--- src/hdl/flow_controller_regs.vh ---
// constants for the flow controller holding-register bank
// assumes a 16-bit register request port fed by an external serial framing layer
`ifndef FLOW_CONTROLLER_REGS_VH
`define FLOW_CONTROLLER_REGS_VH

// ----------------------------------------------------------------------------
// register addresses
// ----------------------------------------------------------------------------
`define ADDR_SETPOINT_PCT 16'h0000
`define ADDR_OVERRIDE 16'h0001
`define ADDR_COMMAND 16'h0002
`define ADDR_BLADE_PCT 16'h0004
`define ADDR_BLADE_DEG 16'h0005
`define ADDR_FLOW_PCT 16'h0006
`define ADDR_FLOW_UNITS 16'h0007
`define ADDR_ANALOG_MV 16'h0008
`define ADDR_SETPOINT_UNITS 16'h0014
`define ADDR_FIRMWARE 16'h0067
`define ADDR_STATUS 16'h0068
`define ADDR_MIN_LIMIT 16'h0069
`define ADDR_MAX_LIMIT 16'h006a
`define ADDR_FAIL_ACTION 16'h006c
`define ADDR_IF_MODE 16'h007a
`define ADDR_FLOW_UNIT_SEL 16'h00c9

// ----------------------------------------------------------------------------
// field values and limits
// ----------------------------------------------------------------------------
`define SCALE_FULL 16'h2710
`define OVR_NONE 16'h0000
`define OVR_MAX_CODE 16'h0004
`define CMD_NONE 16'h0000
`define CMD_ADAPT 16'h0001
`define CMD_TEST 16'h0002
`define CMD_RESET 16'h0004
`define FAIL_NOTHING 16'h0000
`define FAIL_CLOSE 16'h0001
`define FAIL_OPEN 16'h0002
`define FAIL_MIN 16'h0003
`define FAIL_MAX 16'h0005
`define UNIT_LPS 16'h0000
`define UNIT_M3H 16'h0001
`define UNIT_CFM 16'h0006
`define MODE_ANALOG 16'h0000
`define MODE_BUS_ANAFB 16'h0001
`define MODE_BUS_BUSFB 16'h0002
`define MODE_ANA_BUSFB 16'h0003
`define STAT_BIT_OVERLOAD 5
`define STAT_BIT_BUSY 8
`define STAT_BIT_TIMEOUT 10

// ----------------------------------------------------------------------------
// reset values (stored parameters come up at their factory defaults)
// ----------------------------------------------------------------------------
`define RST_ZERO 16'h0000
`define RST_MIN_LIMIT 16'h0000
`define RST_MAX_LIMIT 16'h2710
`define RST_FAIL_ACTION 16'h0000
`define RST_IF_MODE 16'h0002
`define RST_FLOW_UNIT 16'h0001
`define FIRMWARE_ID 16'h0101

`endif

--- src/hdl/flow_controller_modbus_regs.v ---
// holding-register bank and setpoint-source selection for a flow damper controller
// assumes framing, crc and addressing are done outside; one request per cycle at most,
// actuator and analogue front end supply measured values as synchronous inputs
// no nonvolatile store is attached: stored limits and modes return to factory values
// after every reset, so a loader must rewrite them where the real values differ
//
// Notes on behaviour
// - interface mode preset at reset, changeable by menu or bus write.
// - analogue mode uses analogue setpoint; bus write to percent setpoint errors.
// - all other registers stay accessible in every interface mode.
// - override commands take effect even with analogue setpoint source.
// - mixed modes combine bus setpoint with analogue feedback, or reverse.
// - in bus operation actual values go to a register or analogue output.
// - percent setpoint, volatile read/write, 0 to 10000.
// - override selector: 0 none, 1 open, 2 close, 3 min, 4 max.
// - command trigger: 0 none, 1 adaptation, 2 test run, 4 reset.
// - read-only blade position, 0 to 10000 percent open.
// - read-only blade position in whole degrees.
// - actual flow as fraction of nominal, 0 to 10000.
// - read-only actual flow in unit chosen by unit selector.
// - read-only analogue input voltage in millivolts.
// - volatile setpoint in the selected physical flow unit.
// - status word: bit 5 overload, bit 8 busy, bit 10 bus timeout.
// - minimum flow limit, stored, 0 to 10000.
// - maximum flow limit, stored, 0 to 10000.
// - bus-failure action: 0 nothing, 1 close, 2 open, 3 min, 5 max.
// - unit selector: 0 litres/s, 1 cubic m/h, 6 cubic ft/min.
`timescale 1ns/10ps
`include "flow_controller_regs.vh"

module flow_controller_modbus_regs (
	input wire clk,
	input wire arst_n,
	input wire reqValid,
	input wire reqWrite,
	input wire [15:0] reqAddr,
	input wire [15:0] reqWData,
	output reg rspValid,
	output reg rspError,
	output reg [15:0] rspData,
	input wire menuModeValid,
	input wire [15:0] menuModeValue,
	input wire [15:0] bladePercent,
	input wire [15:0] bladeDegrees,
	input wire [15:0] flowPercent,
	input wire [15:0] flowUnits,
	input wire [15:0] analogMillivolts,
	input wire mechOverload,
	input wire internalBusy,
	input wire busTimeoutTripped,
	output reg [15:0] interfaceMode,
	output reg setpointFromAnalog,
	output reg feedbackOnAnalog,
	output reg [15:0] busSetpointPercent,
	output reg [15:0] busSetpointUnits,
	output reg [2:0] overrideSelect,
	output reg [15:0] minFlowLimit,
	output reg [15:0] maxFlowLimit,
	output reg [2:0] busFailAction,
	output reg [2:0] flowUnitSelect,
	output reg adaptStart,
	output reg testRunStart,
	output reg controllerReset
);

	// ------------------------------------------------------------------------
	// decode helpers
	// ------------------------------------------------------------------------

	// kept apart from the read mux so the write path can refuse these early
	// read-only addresses: measured values, firmware id and status
	function isReadOnly;
		input [15:0] a;
		begin
			isReadOnly = (a == `ADDR_BLADE_PCT) || (a == `ADDR_BLADE_DEG) ||
				(a == `ADDR_FLOW_PCT) || (a == `ADDR_FLOW_UNITS) ||
				(a == `ADDR_ANALOG_MV) || (a == `ADDR_FIRMWARE) ||
				(a == `ADDR_STATUS);
		end
	endfunction

	// analogue setpoint source in modes 0 and 3; used for both outputs and write check
	function modeIsAnalogSetpoint;
		input [15:0] m;
		begin
			modeIsAnalogSetpoint = (m == `MODE_ANALOG) || (m == `MODE_ANA_BUSFB);
		end
	endfunction

	// legal interface mode codes, shared by menu and bus paths
	function modeLegal;
		input [15:0] m;
		begin
			modeLegal = (m <= `MODE_ANA_BUSFB);
		end
	endfunction

	// ------------------------------------------------------------------------
	// state
	// ------------------------------------------------------------------------
	// bus-visible registers, current and next value
	reg [15:0] setpointPct_reg, setpointPct_next;
	reg [15:0] setpointUnits_reg, setpointUnits_next;
	reg [15:0] override_reg, override_next;
	reg [15:0] command_reg, command_next;
	reg [15:0] minLimit_reg, minLimit_next;
	reg [15:0] maxLimit_reg, maxLimit_next;
	reg [15:0] failAction_reg, failAction_next;
	reg [15:0] ifMode_reg, ifMode_next;
	reg [15:0] unitSel_reg, unitSel_next;
	// decode results shared by the read mux, the write checks and the answer
	reg cmdPulse_next;
	reg wrError, known;
	reg [15:0] readData;
	reg [15:0] statusWord;
	// request qualifiers; reqWrite means nothing while reqValid is low
	wire busWrite;
	wire busRead;

	assign busWrite = reqValid & reqWrite;
	assign busRead = reqValid & ~reqWrite;

	// ------------------------------------------------------------------------
	// status word assembly
	// ------------------------------------------------------------------------

	// only the three status flags; other bits read zero
	// levels are read live, so a read shows the flags of its taking cycle
	always @* begin
		statusWord = `RST_ZERO;
		statusWord[`STAT_BIT_OVERLOAD] = mechOverload;
		statusWord[`STAT_BIT_BUSY] = internalBusy;
		statusWord[`STAT_BIT_TIMEOUT] = busTimeoutTripped;
	end

	// ------------------------------------------------------------------------
	// read mux
	// ------------------------------------------------------------------------

	// every register is readable whatever the interface mode
	// unmapped numbers leave known low, which the answer turns into an error
	always @* begin
		known = 1'b1;
		readData = `RST_ZERO;
		if (reqAddr == `ADDR_SETPOINT_PCT) begin
			readData = setpointPct_reg;
		end else if (reqAddr == `ADDR_OVERRIDE) begin
			readData = override_reg;
		end else if (reqAddr == `ADDR_COMMAND) begin
			readData = command_reg;
		end else if (reqAddr == `ADDR_BLADE_PCT) begin
			readData = bladePercent;
		end else if (reqAddr == `ADDR_BLADE_DEG) begin
			readData = bladeDegrees;
		end else if (reqAddr == `ADDR_FLOW_PCT) begin
			readData = flowPercent;
		end else if (reqAddr == `ADDR_FLOW_UNITS) begin
			readData = flowUnits;
		end else if (reqAddr == `ADDR_ANALOG_MV) begin
			readData = analogMillivolts;
		end else if (reqAddr == `ADDR_SETPOINT_UNITS) begin
			readData = setpointUnits_reg;
		end else if (reqAddr == `ADDR_FIRMWARE) begin
			readData = `FIRMWARE_ID;
		end else if (reqAddr == `ADDR_STATUS) begin
			readData = statusWord;
		end else if (reqAddr == `ADDR_MIN_LIMIT) begin
			readData = minLimit_reg;
		end else if (reqAddr == `ADDR_MAX_LIMIT) begin
			readData = maxLimit_reg;
		end else if (reqAddr == `ADDR_FAIL_ACTION) begin
			readData = failAction_reg;
		end else if (reqAddr == `ADDR_IF_MODE) begin
			readData = ifMode_reg;
		end else if (reqAddr == `ADDR_FLOW_UNIT_SEL) begin
			readData = unitSel_reg;
		end else begin
			known = 1'b0;
		end
	end

	// ------------------------------------------------------------------------
	// write decode and value checks
	// ------------------------------------------------------------------------

	// a rejected write changes nothing; out-of-range values are refused too,
	// since a stray code would drive the actuator into an undefined action
	always @* begin
		setpointPct_next = setpointPct_reg;
		setpointUnits_next = setpointUnits_reg;
		override_next = override_reg;
		command_next = command_reg;
		minLimit_next = minLimit_reg;
		maxLimit_next = maxLimit_reg;
		failAction_next = failAction_reg;
		ifMode_next = ifMode_reg;
		unitSel_next = unitSel_reg;
		cmdPulse_next = 1'b0;
		wrError = 1'b0;
		// local menu changes the mode; a bus write to the mode in the same cycle
		// is decoded further down and so wins
		if (menuModeValid && modeLegal(menuModeValue)) begin
			ifMode_next = menuModeValue;
		end
		if (busWrite) begin
			if (!known) begin
				wrError = 1'b1;
			end else if (isReadOnly(reqAddr)) begin
				wrError = 1'b1;
			end else if (reqAddr == `ADDR_SETPOINT_PCT) begin
				// in modes 0 and 3 the analogue input owns the setpoint
				if (modeIsAnalogSetpoint(ifMode_reg)) begin
					wrError = 1'b1;
				end else if (reqWData > `SCALE_FULL) begin
					wrError = 1'b1;
				end else begin
					setpointPct_next = reqWData;
				end
			end else if (reqAddr == `ADDR_OVERRIDE) begin
				// accepted in every mode, analogue included
				if (reqWData > `OVR_MAX_CODE) begin
					wrError = 1'b1;
				end else begin
					override_next = reqWData;
				end
			end else if (reqAddr == `ADDR_COMMAND) begin
				// the value stays for read-back; only the pulse starts an action
				if (reqWData == `CMD_NONE || reqWData == `CMD_ADAPT ||
					reqWData == `CMD_TEST || reqWData == `CMD_RESET) begin
					command_next = reqWData;
					cmdPulse_next = 1'b1;
				end else begin
					wrError = 1'b1;
				end
			end else if (reqAddr == `ADDR_SETPOINT_UNITS) begin
				setpointUnits_next = reqWData;
			end else if (reqAddr == `ADDR_MIN_LIMIT) begin
				// stored parameters: not meant for cyclic rewriting by the master
				if (reqWData > `SCALE_FULL) begin
					wrError = 1'b1;
				end else begin
					minLimit_next = reqWData;
				end
			end else if (reqAddr == `ADDR_MAX_LIMIT) begin
				if (reqWData > `SCALE_FULL) begin
					wrError = 1'b1;
				end else begin
					maxLimit_next = reqWData;
				end
			end else if (reqAddr == `ADDR_FAIL_ACTION) begin
				if (reqWData == `FAIL_NOTHING || reqWData == `FAIL_CLOSE ||
					reqWData == `FAIL_OPEN || reqWData == `FAIL_MIN ||
					reqWData == `FAIL_MAX) begin
					failAction_next = reqWData;
				end else begin
					wrError = 1'b1;
				end
			end else if (reqAddr == `ADDR_IF_MODE) begin
				if (modeLegal(reqWData)) begin
					ifMode_next = reqWData;
				end else begin
					wrError = 1'b1;
				end
			end else begin
				// only the unit selector is left
				if (reqWData == `UNIT_LPS || reqWData == `UNIT_M3H ||
					reqWData == `UNIT_CFM) begin
					unitSel_next = reqWData;
				end else begin
					wrError = 1'b1;
				end
			end
		end
	end

	// ------------------------------------------------------------------------
	// register update
	// ------------------------------------------------------------------------

	// stored parameters reset to factory values; the bank has no memory interface
	// one flat bank keeps every write a single-cycle update, at the cost of area
	always @(posedge clk or negedge arst_n) begin
		if (!arst_n) begin
			setpointPct_reg <= `RST_ZERO;
			setpointUnits_reg <= `RST_ZERO;
			override_reg <= `RST_ZERO;
			command_reg <= `RST_ZERO;
			minLimit_reg <= `RST_MIN_LIMIT;
			maxLimit_reg <= `RST_MAX_LIMIT;
			failAction_reg <= `RST_FAIL_ACTION;
			ifMode_reg <= `RST_IF_MODE;
			unitSel_reg <= `RST_FLOW_UNIT;
		end else begin
			setpointPct_reg <= setpointPct_next;
			setpointUnits_reg <= setpointUnits_next;
			override_reg <= override_next;
			command_reg <= command_next;
			minLimit_reg <= minLimit_next;
			maxLimit_reg <= maxLimit_next;
			failAction_reg <= failAction_next;
			ifMode_reg <= ifMode_next;
			unitSel_reg <= unitSel_next;
		end
	end

	// ------------------------------------------------------------------------
	// answer to the framing layer
	// ------------------------------------------------------------------------

	// one answer per request, the cycle after it; reads of unmapped addresses error
	// an accepted write echoes its data so the framing layer can build the reply
	always @(posedge clk or negedge arst_n) begin
		if (!arst_n) begin
			rspValid <= 1'b0;
			rspError <= 1'b0;
			rspData <= `RST_ZERO;
		end else begin
			rspValid <= reqValid;
			rspError <= (busRead & ~known) | (busWrite & wrError);
			if (busRead && known) begin
				rspData <= readData;
			end else if (busWrite && !wrError) begin
				rspData <= reqWData;
			end else begin
				rspData <= `RST_ZERO;
			end
		end
	end

	// ------------------------------------------------------------------------
	// outputs to the control loop
	// ------------------------------------------------------------------------

	// outputs other than the command pulses follow the register values one cycle later, straight from flops
	// mode flags are registered with the mode, so all three change together
	always @(posedge clk or negedge arst_n) begin
		if (!arst_n) begin
			interfaceMode <= `RST_IF_MODE;
			setpointFromAnalog <= 1'b0;
			feedbackOnAnalog <= 1'b0;
			busSetpointPercent <= `RST_ZERO;
			busSetpointUnits <= `RST_ZERO;
			overrideSelect <= 3'b000;
			minFlowLimit <= `RST_MIN_LIMIT;
			maxFlowLimit <= `RST_MAX_LIMIT;
			busFailAction <= 3'b000;
			flowUnitSelect <= 3'b001;
			adaptStart <= 1'b0;
			testRunStart <= 1'b0;
			controllerReset <= 1'b0;
		end else begin
			interfaceMode <= ifMode_reg;
			setpointFromAnalog <= modeIsAnalogSetpoint(ifMode_reg);
			// modes 0 and 1 report actual values on the analogue output
			feedbackOnAnalog <= (ifMode_reg == `MODE_ANALOG) ||
				(ifMode_reg == `MODE_BUS_ANAFB);
			busSetpointPercent <= setpointPct_reg;
			busSetpointUnits <= setpointUnits_reg;
			// only low bits leave; the write checks already bound every code
			overrideSelect <= override_reg[2:0];
			minFlowLimit <= minLimit_reg;
			maxFlowLimit <= maxLimit_reg;
			busFailAction <= failAction_reg[2:0];
			flowUnitSelect <= unitSel_reg[2:0];
			// commands start on the accepted write, one pulse each
			adaptStart <= cmdPulse_next && (reqWData == `CMD_ADAPT);
			testRunStart <= cmdPulse_next && (reqWData == `CMD_TEST);
			controllerReset <= cmdPulse_next && (reqWData == `CMD_RESET);
		end
	end

endmodule

--- config.mk ---
export PLATFORM = sky130hd
export DESIGN_NAME = flow_controller_modbus_regs
export DESIGN_NICKNAME = d
export VERILOG_FILES = /design/src/hdl/flow_controller_modbus_regs.v
export VERILOG_INCLUDE_DIRS = /design/src /design/src/hdl
export SDC_FILE = /design/constraint.sdc
export NUM_CORES = 1
export LEC_CHECK = 0
export ABC_AREA = 1
export BUFFER_PORTS_ARGS = -buffer_cell sky130_fd_sc_hd__buf_2
export CAP_MARGIN = 0
export CORE_MARGIN = 8
export CORE_UTILIZATION = 30
export CTS_BUF_LIST = sky130_fd_sc_hd__clkbuf_2
export CTS_CLUSTER_DIAMETER = 150
export DETAILED_ROUTE_END_ITERATION = 10
export SYNTH_ARGS = -nofsm -noshare
export SYNTH_HDL_FRONTEND = slang
export SYNTH_SLANG_ARGS = --single-unit
export TNS_END_PERCENT = 5
--- constraint.sdc ---
create_clock -name clk -period 1.7 [get_ports clk]
set_input_delay 0.255 -clock clk [delete_from_list [all_inputs] [get_ports clk]]
set_output_delay 0.255 -clock clk [all_outputs]
set_load 0.02 [all_outputs]
======== Yosys cells after proc, flatten, opt, wreduce, memory -nomap -nowiden ========
Index checks and enable logic that the tools add are counted.
operators by class
  add/sub/neg operators ................... 0
  multiply operators ...................... 0
  div/mod/pow operators ................... 0
  $lt $le $gt $ge ......................... 4
  eq/ne operators ......................... 23
  shifts and indexed selects .............. 0
  mux-type cells .......................... 72
  bitwise operators ....................... 19
  reductions and logical operators ........ 32
operators with widths
  kind                    number
  $mux W16                31
  $eq A16 B3 Y1 const B   7
  $eq A16 B7 Y1 const B   6
  $eq A16 B2 Y1 const B   4
  $eq A16 B1 Y1 const B   3
  $logic_not A16 Y1       3
  $mux W1                 41
  $le A16 B2 Y1 const B   2
  $eq A16 B4 Y1 const B   1
  $eq A16 B5 Y1 const B   1
  $eq A16 B8 Y1 const B   1
  $gt A16 B14 Y1 const B  1
  $gt A16 B3 Y1 const B   1
  $logic_or A1 B1 Y1      14
  $not A1 Y1              14
  $reduce_and A7 Y1       2
  $reduce_and A12 Y1      1
  $reduce_and A6 Y1       2
  $reduce_and A11 Y1      1
  $reduce_and A10 Y1      1
  $reduce_and A9 Y1       1
  $logic_and A1 B1 Y1     6
  $and A1 B1 Y1           4
  $logic_not A1 Y1        1
  $or A1 B1 Y1            1
storage, ports and cells
  register bits ........................... 256
  bits in latches ......................... 0
  memory bits (writable) .................. 0
  ROM bits ................................ 0
  input port bits ......................... 136
  output and inout bits ................... 112
  word-level logic and storage cells ...... 175
  memories ................................ 0

======== Logic depth before layout (Yosys ltp) ========
  depth in word-level cells ............... 23
  depth in mapped cells ................... 24
  depth with buffers taken out ............ 23

======== Worst setup path after synthesis ========
OpenSTA, ideal clock, no wires.
  path kind ............................... input -> register
  start point ............................. input port reqAddr[8]
  end point ............................... register unitSel_reg[12]
  setup time .............................. 0.113 ns
  arrival ................................. 2.089 ns
  required time ........................... 1.587 ns
  path slack .............................. -0.501 ns
  cell stages on the path ................. 14
  buffers on the path ..................... 2
  path through ............................ nor2_1 nand2_2 nor2_8 nand3_4 nor2_2 inv_2 nand3_2 nor2_1 or2_4 or3_1 buf_6 buf_8 nand2_1 inv_1
between the ends
  word-level cells in the longest chain between the ends .. 18
  elaborated cells between the ends (all ways) .. 48
  those cells by class .................... eq/ne: 15; mux: 16; bitwise: 9; reduce/logical: 8
ends and longest elaborated chain
  element                         RTL line                           source
  start: declaration              flow_controller_modbus_regs.v:36   input wire [15:0] reqAddr,
  $eq A16 B8 Y1 (no line)         n/a
  $mux W1                         flow_controller_modbus_regs.v:175  end else if (reqAddr == `ADDR_FLOW_UNIT_SEL) begin
  $mux W1                         flow_controller_modbus_regs.v:173  end else if (reqAddr == `ADDR_IF_MODE) begin
  $mux W1                         flow_controller_modbus_regs.v:171  end else if (reqAddr == `ADDR_FAIL_ACTION) begin
  $mux W1                         flow_controller_modbus_regs.v:169  end else if (reqAddr == `ADDR_MAX_LIMIT) begin
  $mux W1                         flow_controller_modbus_regs.v:167  end else if (reqAddr == `ADDR_MIN_LIMIT) begin
  $mux W1                         flow_controller_modbus_regs.v:165  end else if (reqAddr == `ADDR_STATUS) begin
  $mux W1                         flow_controller_modbus_regs.v:163  end else if (reqAddr == `ADDR_FIRMWARE) begin
  [2 not listed]                  n/a
  $mux W1                         flow_controller_modbus_regs.v:157  end else if (reqAddr == `ADDR_FLOW_UNITS) begin
  $mux W1                         flow_controller_modbus_regs.v:155  end else if (reqAddr == `ADDR_FLOW_PCT) begin
  $mux W1                         flow_controller_modbus_regs.v:153  end else if (reqAddr == `ADDR_BLADE_DEG) begin
  $mux W1                         flow_controller_modbus_regs.v:151  end else if (reqAddr == `ADDR_BLADE_PCT) begin
  $mux W1                         flow_controller_modbus_regs.v:149  end else if (reqAddr == `ADDR_COMMAND) begin
  $mux W1                         flow_controller_modbus_regs.v:147  end else if (reqAddr == `ADDR_OVERRIDE) begin
  $mux W1                         flow_controller_modbus_regs.v:145  if (reqAddr == `ADDR_SETPOINT_PCT) begin
  $reduce_and A12 Y1 (no line) *  n/a
  end signal: assignment          flow_controller_modbus_regs.v:292  unitSel_reg <= `RST_FLOW_UNIT;
  end signal: assignment          flow_controller_modbus_regs.v:302  unitSel_reg <= unitSel_next;
  end: declaration                flow_controller_modbus_regs.v:110  reg [15:0] unitSel_reg, unitSel_next;
Every way passes the cells marked *; elsewhere a longest branch is shown, timed or not.
A chain may end at the register's enable or synchronous reset.

======== Final worst setup path ========
  start point ............................. register ifMode_reg[7]
  end point ............................... register setpointPct_reg[10]
between the ends
  word-level cells in the longest chain between the ends .. 4
  elaborated cells between the ends (all ways) .. 5
  those cells by class .................... eq/ne: 1; bitwise: 1; reduce/logical: 3
ends and longest elaborated chain
  element                                                              RTL line                           source
  start: declaration                                                   flow_controller_modbus_regs.v:109  reg [15:0] ifMode_reg, ifMode_next;
  start signal: assignment                                             flow_controller_modbus_regs.v:291  ifMode_reg <= `RST_IF_MODE;
  start signal: assignment                                             flow_controller_modbus_regs.v:301  ifMode_reg <= ifMode_next;
  $eq A16 B2 Y1 (no line) / $logic_not A16 Y1 (equally long branches)  n/a
  $logic_or A1 B1 Y1 *                                                 flow_controller_modbus_regs.v:86   modeIsAnalogSetpoint = (m == `MODE_ANALOG) || (m == `MODE_ANA_BUSFB);
  $not A1 Y1 (no line) *                                               n/a
  $reduce_and A6 Y1 (no line) *                                        n/a
  end signal: assignment                                               flow_controller_modbus_regs.v:284  setpointPct_reg <= `RST_ZERO;
  end signal: assignment                                               flow_controller_modbus_regs.v:294  setpointPct_reg <= setpointPct_next;
  end: declaration                                                     flow_controller_modbus_regs.v:102  reg [15:0] setpointPct_reg, setpointPct_next;
Marked as above.

==> reports/results.ini <==
[outcome]
status = finished, violations left
violations = setup timing

[route]
ant_nets = 0
detail_route.wl_per_cell_um = 17.8
drc = 0
drtPass1Iterations = 5
vias = 11700
drt-vias-per-instance = 4.59
drt_wl_total_um = 45300
drtIter0Drc = 908

[timing]
skew_ns = 0.0701
hold_viol_final = 0
hold_slack_ns = 0.0713
finalSetupViolations = 42
worstMarginPinSlew_ns = 0.471
period_share = 1.13
relSlewSlack = 0.686
fmax_mhz = 521
slew_viol_final = 0
rsz0062_at_grt = true
period_needed_ns = 1.92
fin_ws_ns = -0.221

[clocking]
clockRootBuffer = clkbuf_2
clk_path_buf_depth = 3
htree_num_levels = 3
numCtsBuffers = 69
cts_tree = yes
path_clk_slew_ns = 0.11
clock-sinks = 256
clock_latency_ns = 0.87

[place]
dpl.hpwl_um = 32400
gp_congestion = 0.894
place_ws_ns = -0.951
io_buffers = 247

[worst_setup_path]
critPathKind = flop to flop
reg2reg_depth = 13
cp-end-kind = flop
endpoint = setpointPct_reg[10]$_DFFE_PN0P_
path_max_fanout = 7
arrival_ns = 2.65
r2r_setup_slack_ns = -0.22
crit_path_cell_trace = inv_1, nand3_2, nor3_2, o21ai_1, nor2_1, buf_4, nor2_4, buf_6, nand3_4, buf_6, buf_16, a21oi_2, inv_1
crit_start = ifMode_reg[7]$_DFF_PN0_
worstReg2RegStart = ifMode_reg[7]$_DFF_PN0_
critPathSlowestCell = dfrtp_1
critPathMaxStageDelay_ns = 0.37
crit_path_start_kind = flop
r2r-end = setpointPct_reg[10]$_DFFE_PN0P_
worstPathRequired_ns = 2.43

[die]
initial_core_util = 0.304
die_w_um = 211
ios = 248
rows = 71
die_area_mm2 = 0.0446
die_h_um = 211
coreArea_mm2 = 0.0376

[synthesis]
synth_top_area_share = 0.529
synth.distinct_cells = 38
synth_flop_cell = dfrtp_1
synth.most_common_cell = nand2_1
async_reset_ff_frac = 1.00
synth.net_count = 1544
synth_area_leader_cell = dfrtp_1
synth-seq-cells = 256
yosys_warnings = 0
synthesis.area_mm2 = 0.0114
synth-edff-count = 0
ys_seq_area_frac = 0.561
synthTopCellsByCount = nand2_1, dfrtp_1, nor2_1
avgSynthCellArea_um2 = 8.13
syn_inst = 1408
yosys-top-cells-area = dfrtp_1, nand2_1, nor2_1, inv_1, a21oi_1

[final_layout]
drive_gt1_frac = 0.346
fillers = 3650
area_delta_synth_final_pct = 50.8
finalNetCount = 2114
final_core_util = 0.459

[hold_path]
hold_path_class = input pin to flop

[grt]
grt_max_degree = 52
grt_overflow = 0
grt_pass1_wl_um = 69200
grt_pass1_vias = 12100
track_usage = 0.201
antenna_found_initial = 3

[power]
p_leak_nw = 9.82
peakVddDrop_mv = 0.307
power_density_mw_per_mm2 = 673

[job]
drv_cap = 0

-- power breakdown --
group | internal [mW] | switching (mW) | leakage [nW] | total [mW]
Combinational | 0.412 | 0.431 | 5.98 | 0.844
Clock | 2.04 | 2.64 | 0.491 | 4.67
Sequential | 6.09 | 0.00102 | 3.35 | 6.09
-- stage by stage --
stage	cell area (um2)	instances	total power [mW]	setup TNS, ns
floorplan	11500	1408	6.32	-34.57
global placement	14800	2306	6.83	-95.82
detailed placement	14800	2306	6.84	-99.33
CTS	17000	2537	11.8	-7.92
global route	17300	2542	12.2	-14.16
finish	17300	2544	11.6	-5.51
-- worst min path at each step --
stage	to	from	depth (start not counted)
floorplan	adaptStart$_DFF_PN0_	arst_n	0
global placement	testRunStart$_DFF_PN0_	arst_n	1
detailed placement	testRunStart$_DFF_PN0_	arst_n	1
CTS	rspData[0]$_DFF_PN0_	analogMillivolts[0]	11
global route	rspData[7]$_DFF_PN0_	flowUnits[7]	11
finish	rspData[0]$_DFF_PN0_	analogMillivolts[0]	11
-- area by class of cell --
| type | instances | area [um2] | area share |
|---|---|---|---|
| Antenna cell | 5 | 12.5 | 0.000725 |
| Clock buffer | 101 | 505 | 0.0293 |
| Clock inverter | 20 | 163 | 0.00943 |
| Inverter | 183 | 687 | 0.0398 |
| Multi-Input combinational cell | 915 | 4340 | 0.252 |
| Sequential cell | 256 | 6420 | 0.372 |
| Tap cell | 511 | 639 | 0.0371 |
| Timing Repair Buffer | 553 | 4480 | 0.260 |
-- critical path, delay by kind of cell (launching register included) --
kind                   cells  cell delay, ns
flip-flops                 1            0.37
AO/OA/AOI/OAI              2            0.23
AND/OR/NAND/NOR            5            0.47
buffers and inverters      6            0.73
-- cell families (layout without fill, tap and decap cells) --
| group | count (synthesis) | in the layout | synth area share |
|---|---|---|---|
| multiplexers | 2 | 2 | 0.00197 |
| buffers and inverters | 237 | 857 | 0.0807 |
| other | 0 | 5 | 0 |
| AND/OR/NAND/NOR | 742 | 742 | 0.276 |
| flip-flops | 256 | 256 | 0.561 |
| AO/OA/AOI/OAI | 171 | 171 | 0.0797 |
-- cells in the final DEF (no fill, tap or decap), drive strengths merged, types with 15 or more instances in the layout --
master,Yosys,final
clkbuf,39,101
nand3,43,43
or2,17,17
clkinv,1,15
nor2,200,200
buf,15,449
nor3,18,18
a21oi,104,104
inv,182,183
dfrtp,242,242
nand2,431,431
dlygate4sd3,0,104
o21ai,46,46
nand4,16,16
-- repair_timing --
item	CTS	global route
cloned	3	0
hold buffers	105	0
resized for setup	103	73
hold endpoints to repair	355	0
setup endpoints to repair	113	184
setup buffers	2	2
pin swaps	12	16
-- per-layer routing --
metal / share of wire / up-vias / GRT usage
met5: 0 / - / 0
met4: 0.034 / 0 / 0.0805
met3: 0.068 / 109 / 0.0463
met2: 0.47 / 473 / 0.325
met1: 0.43 / 5539 / 0.258
li1: - / 5556 / -
No activity file was read; power rests on OpenSTA's default activity.
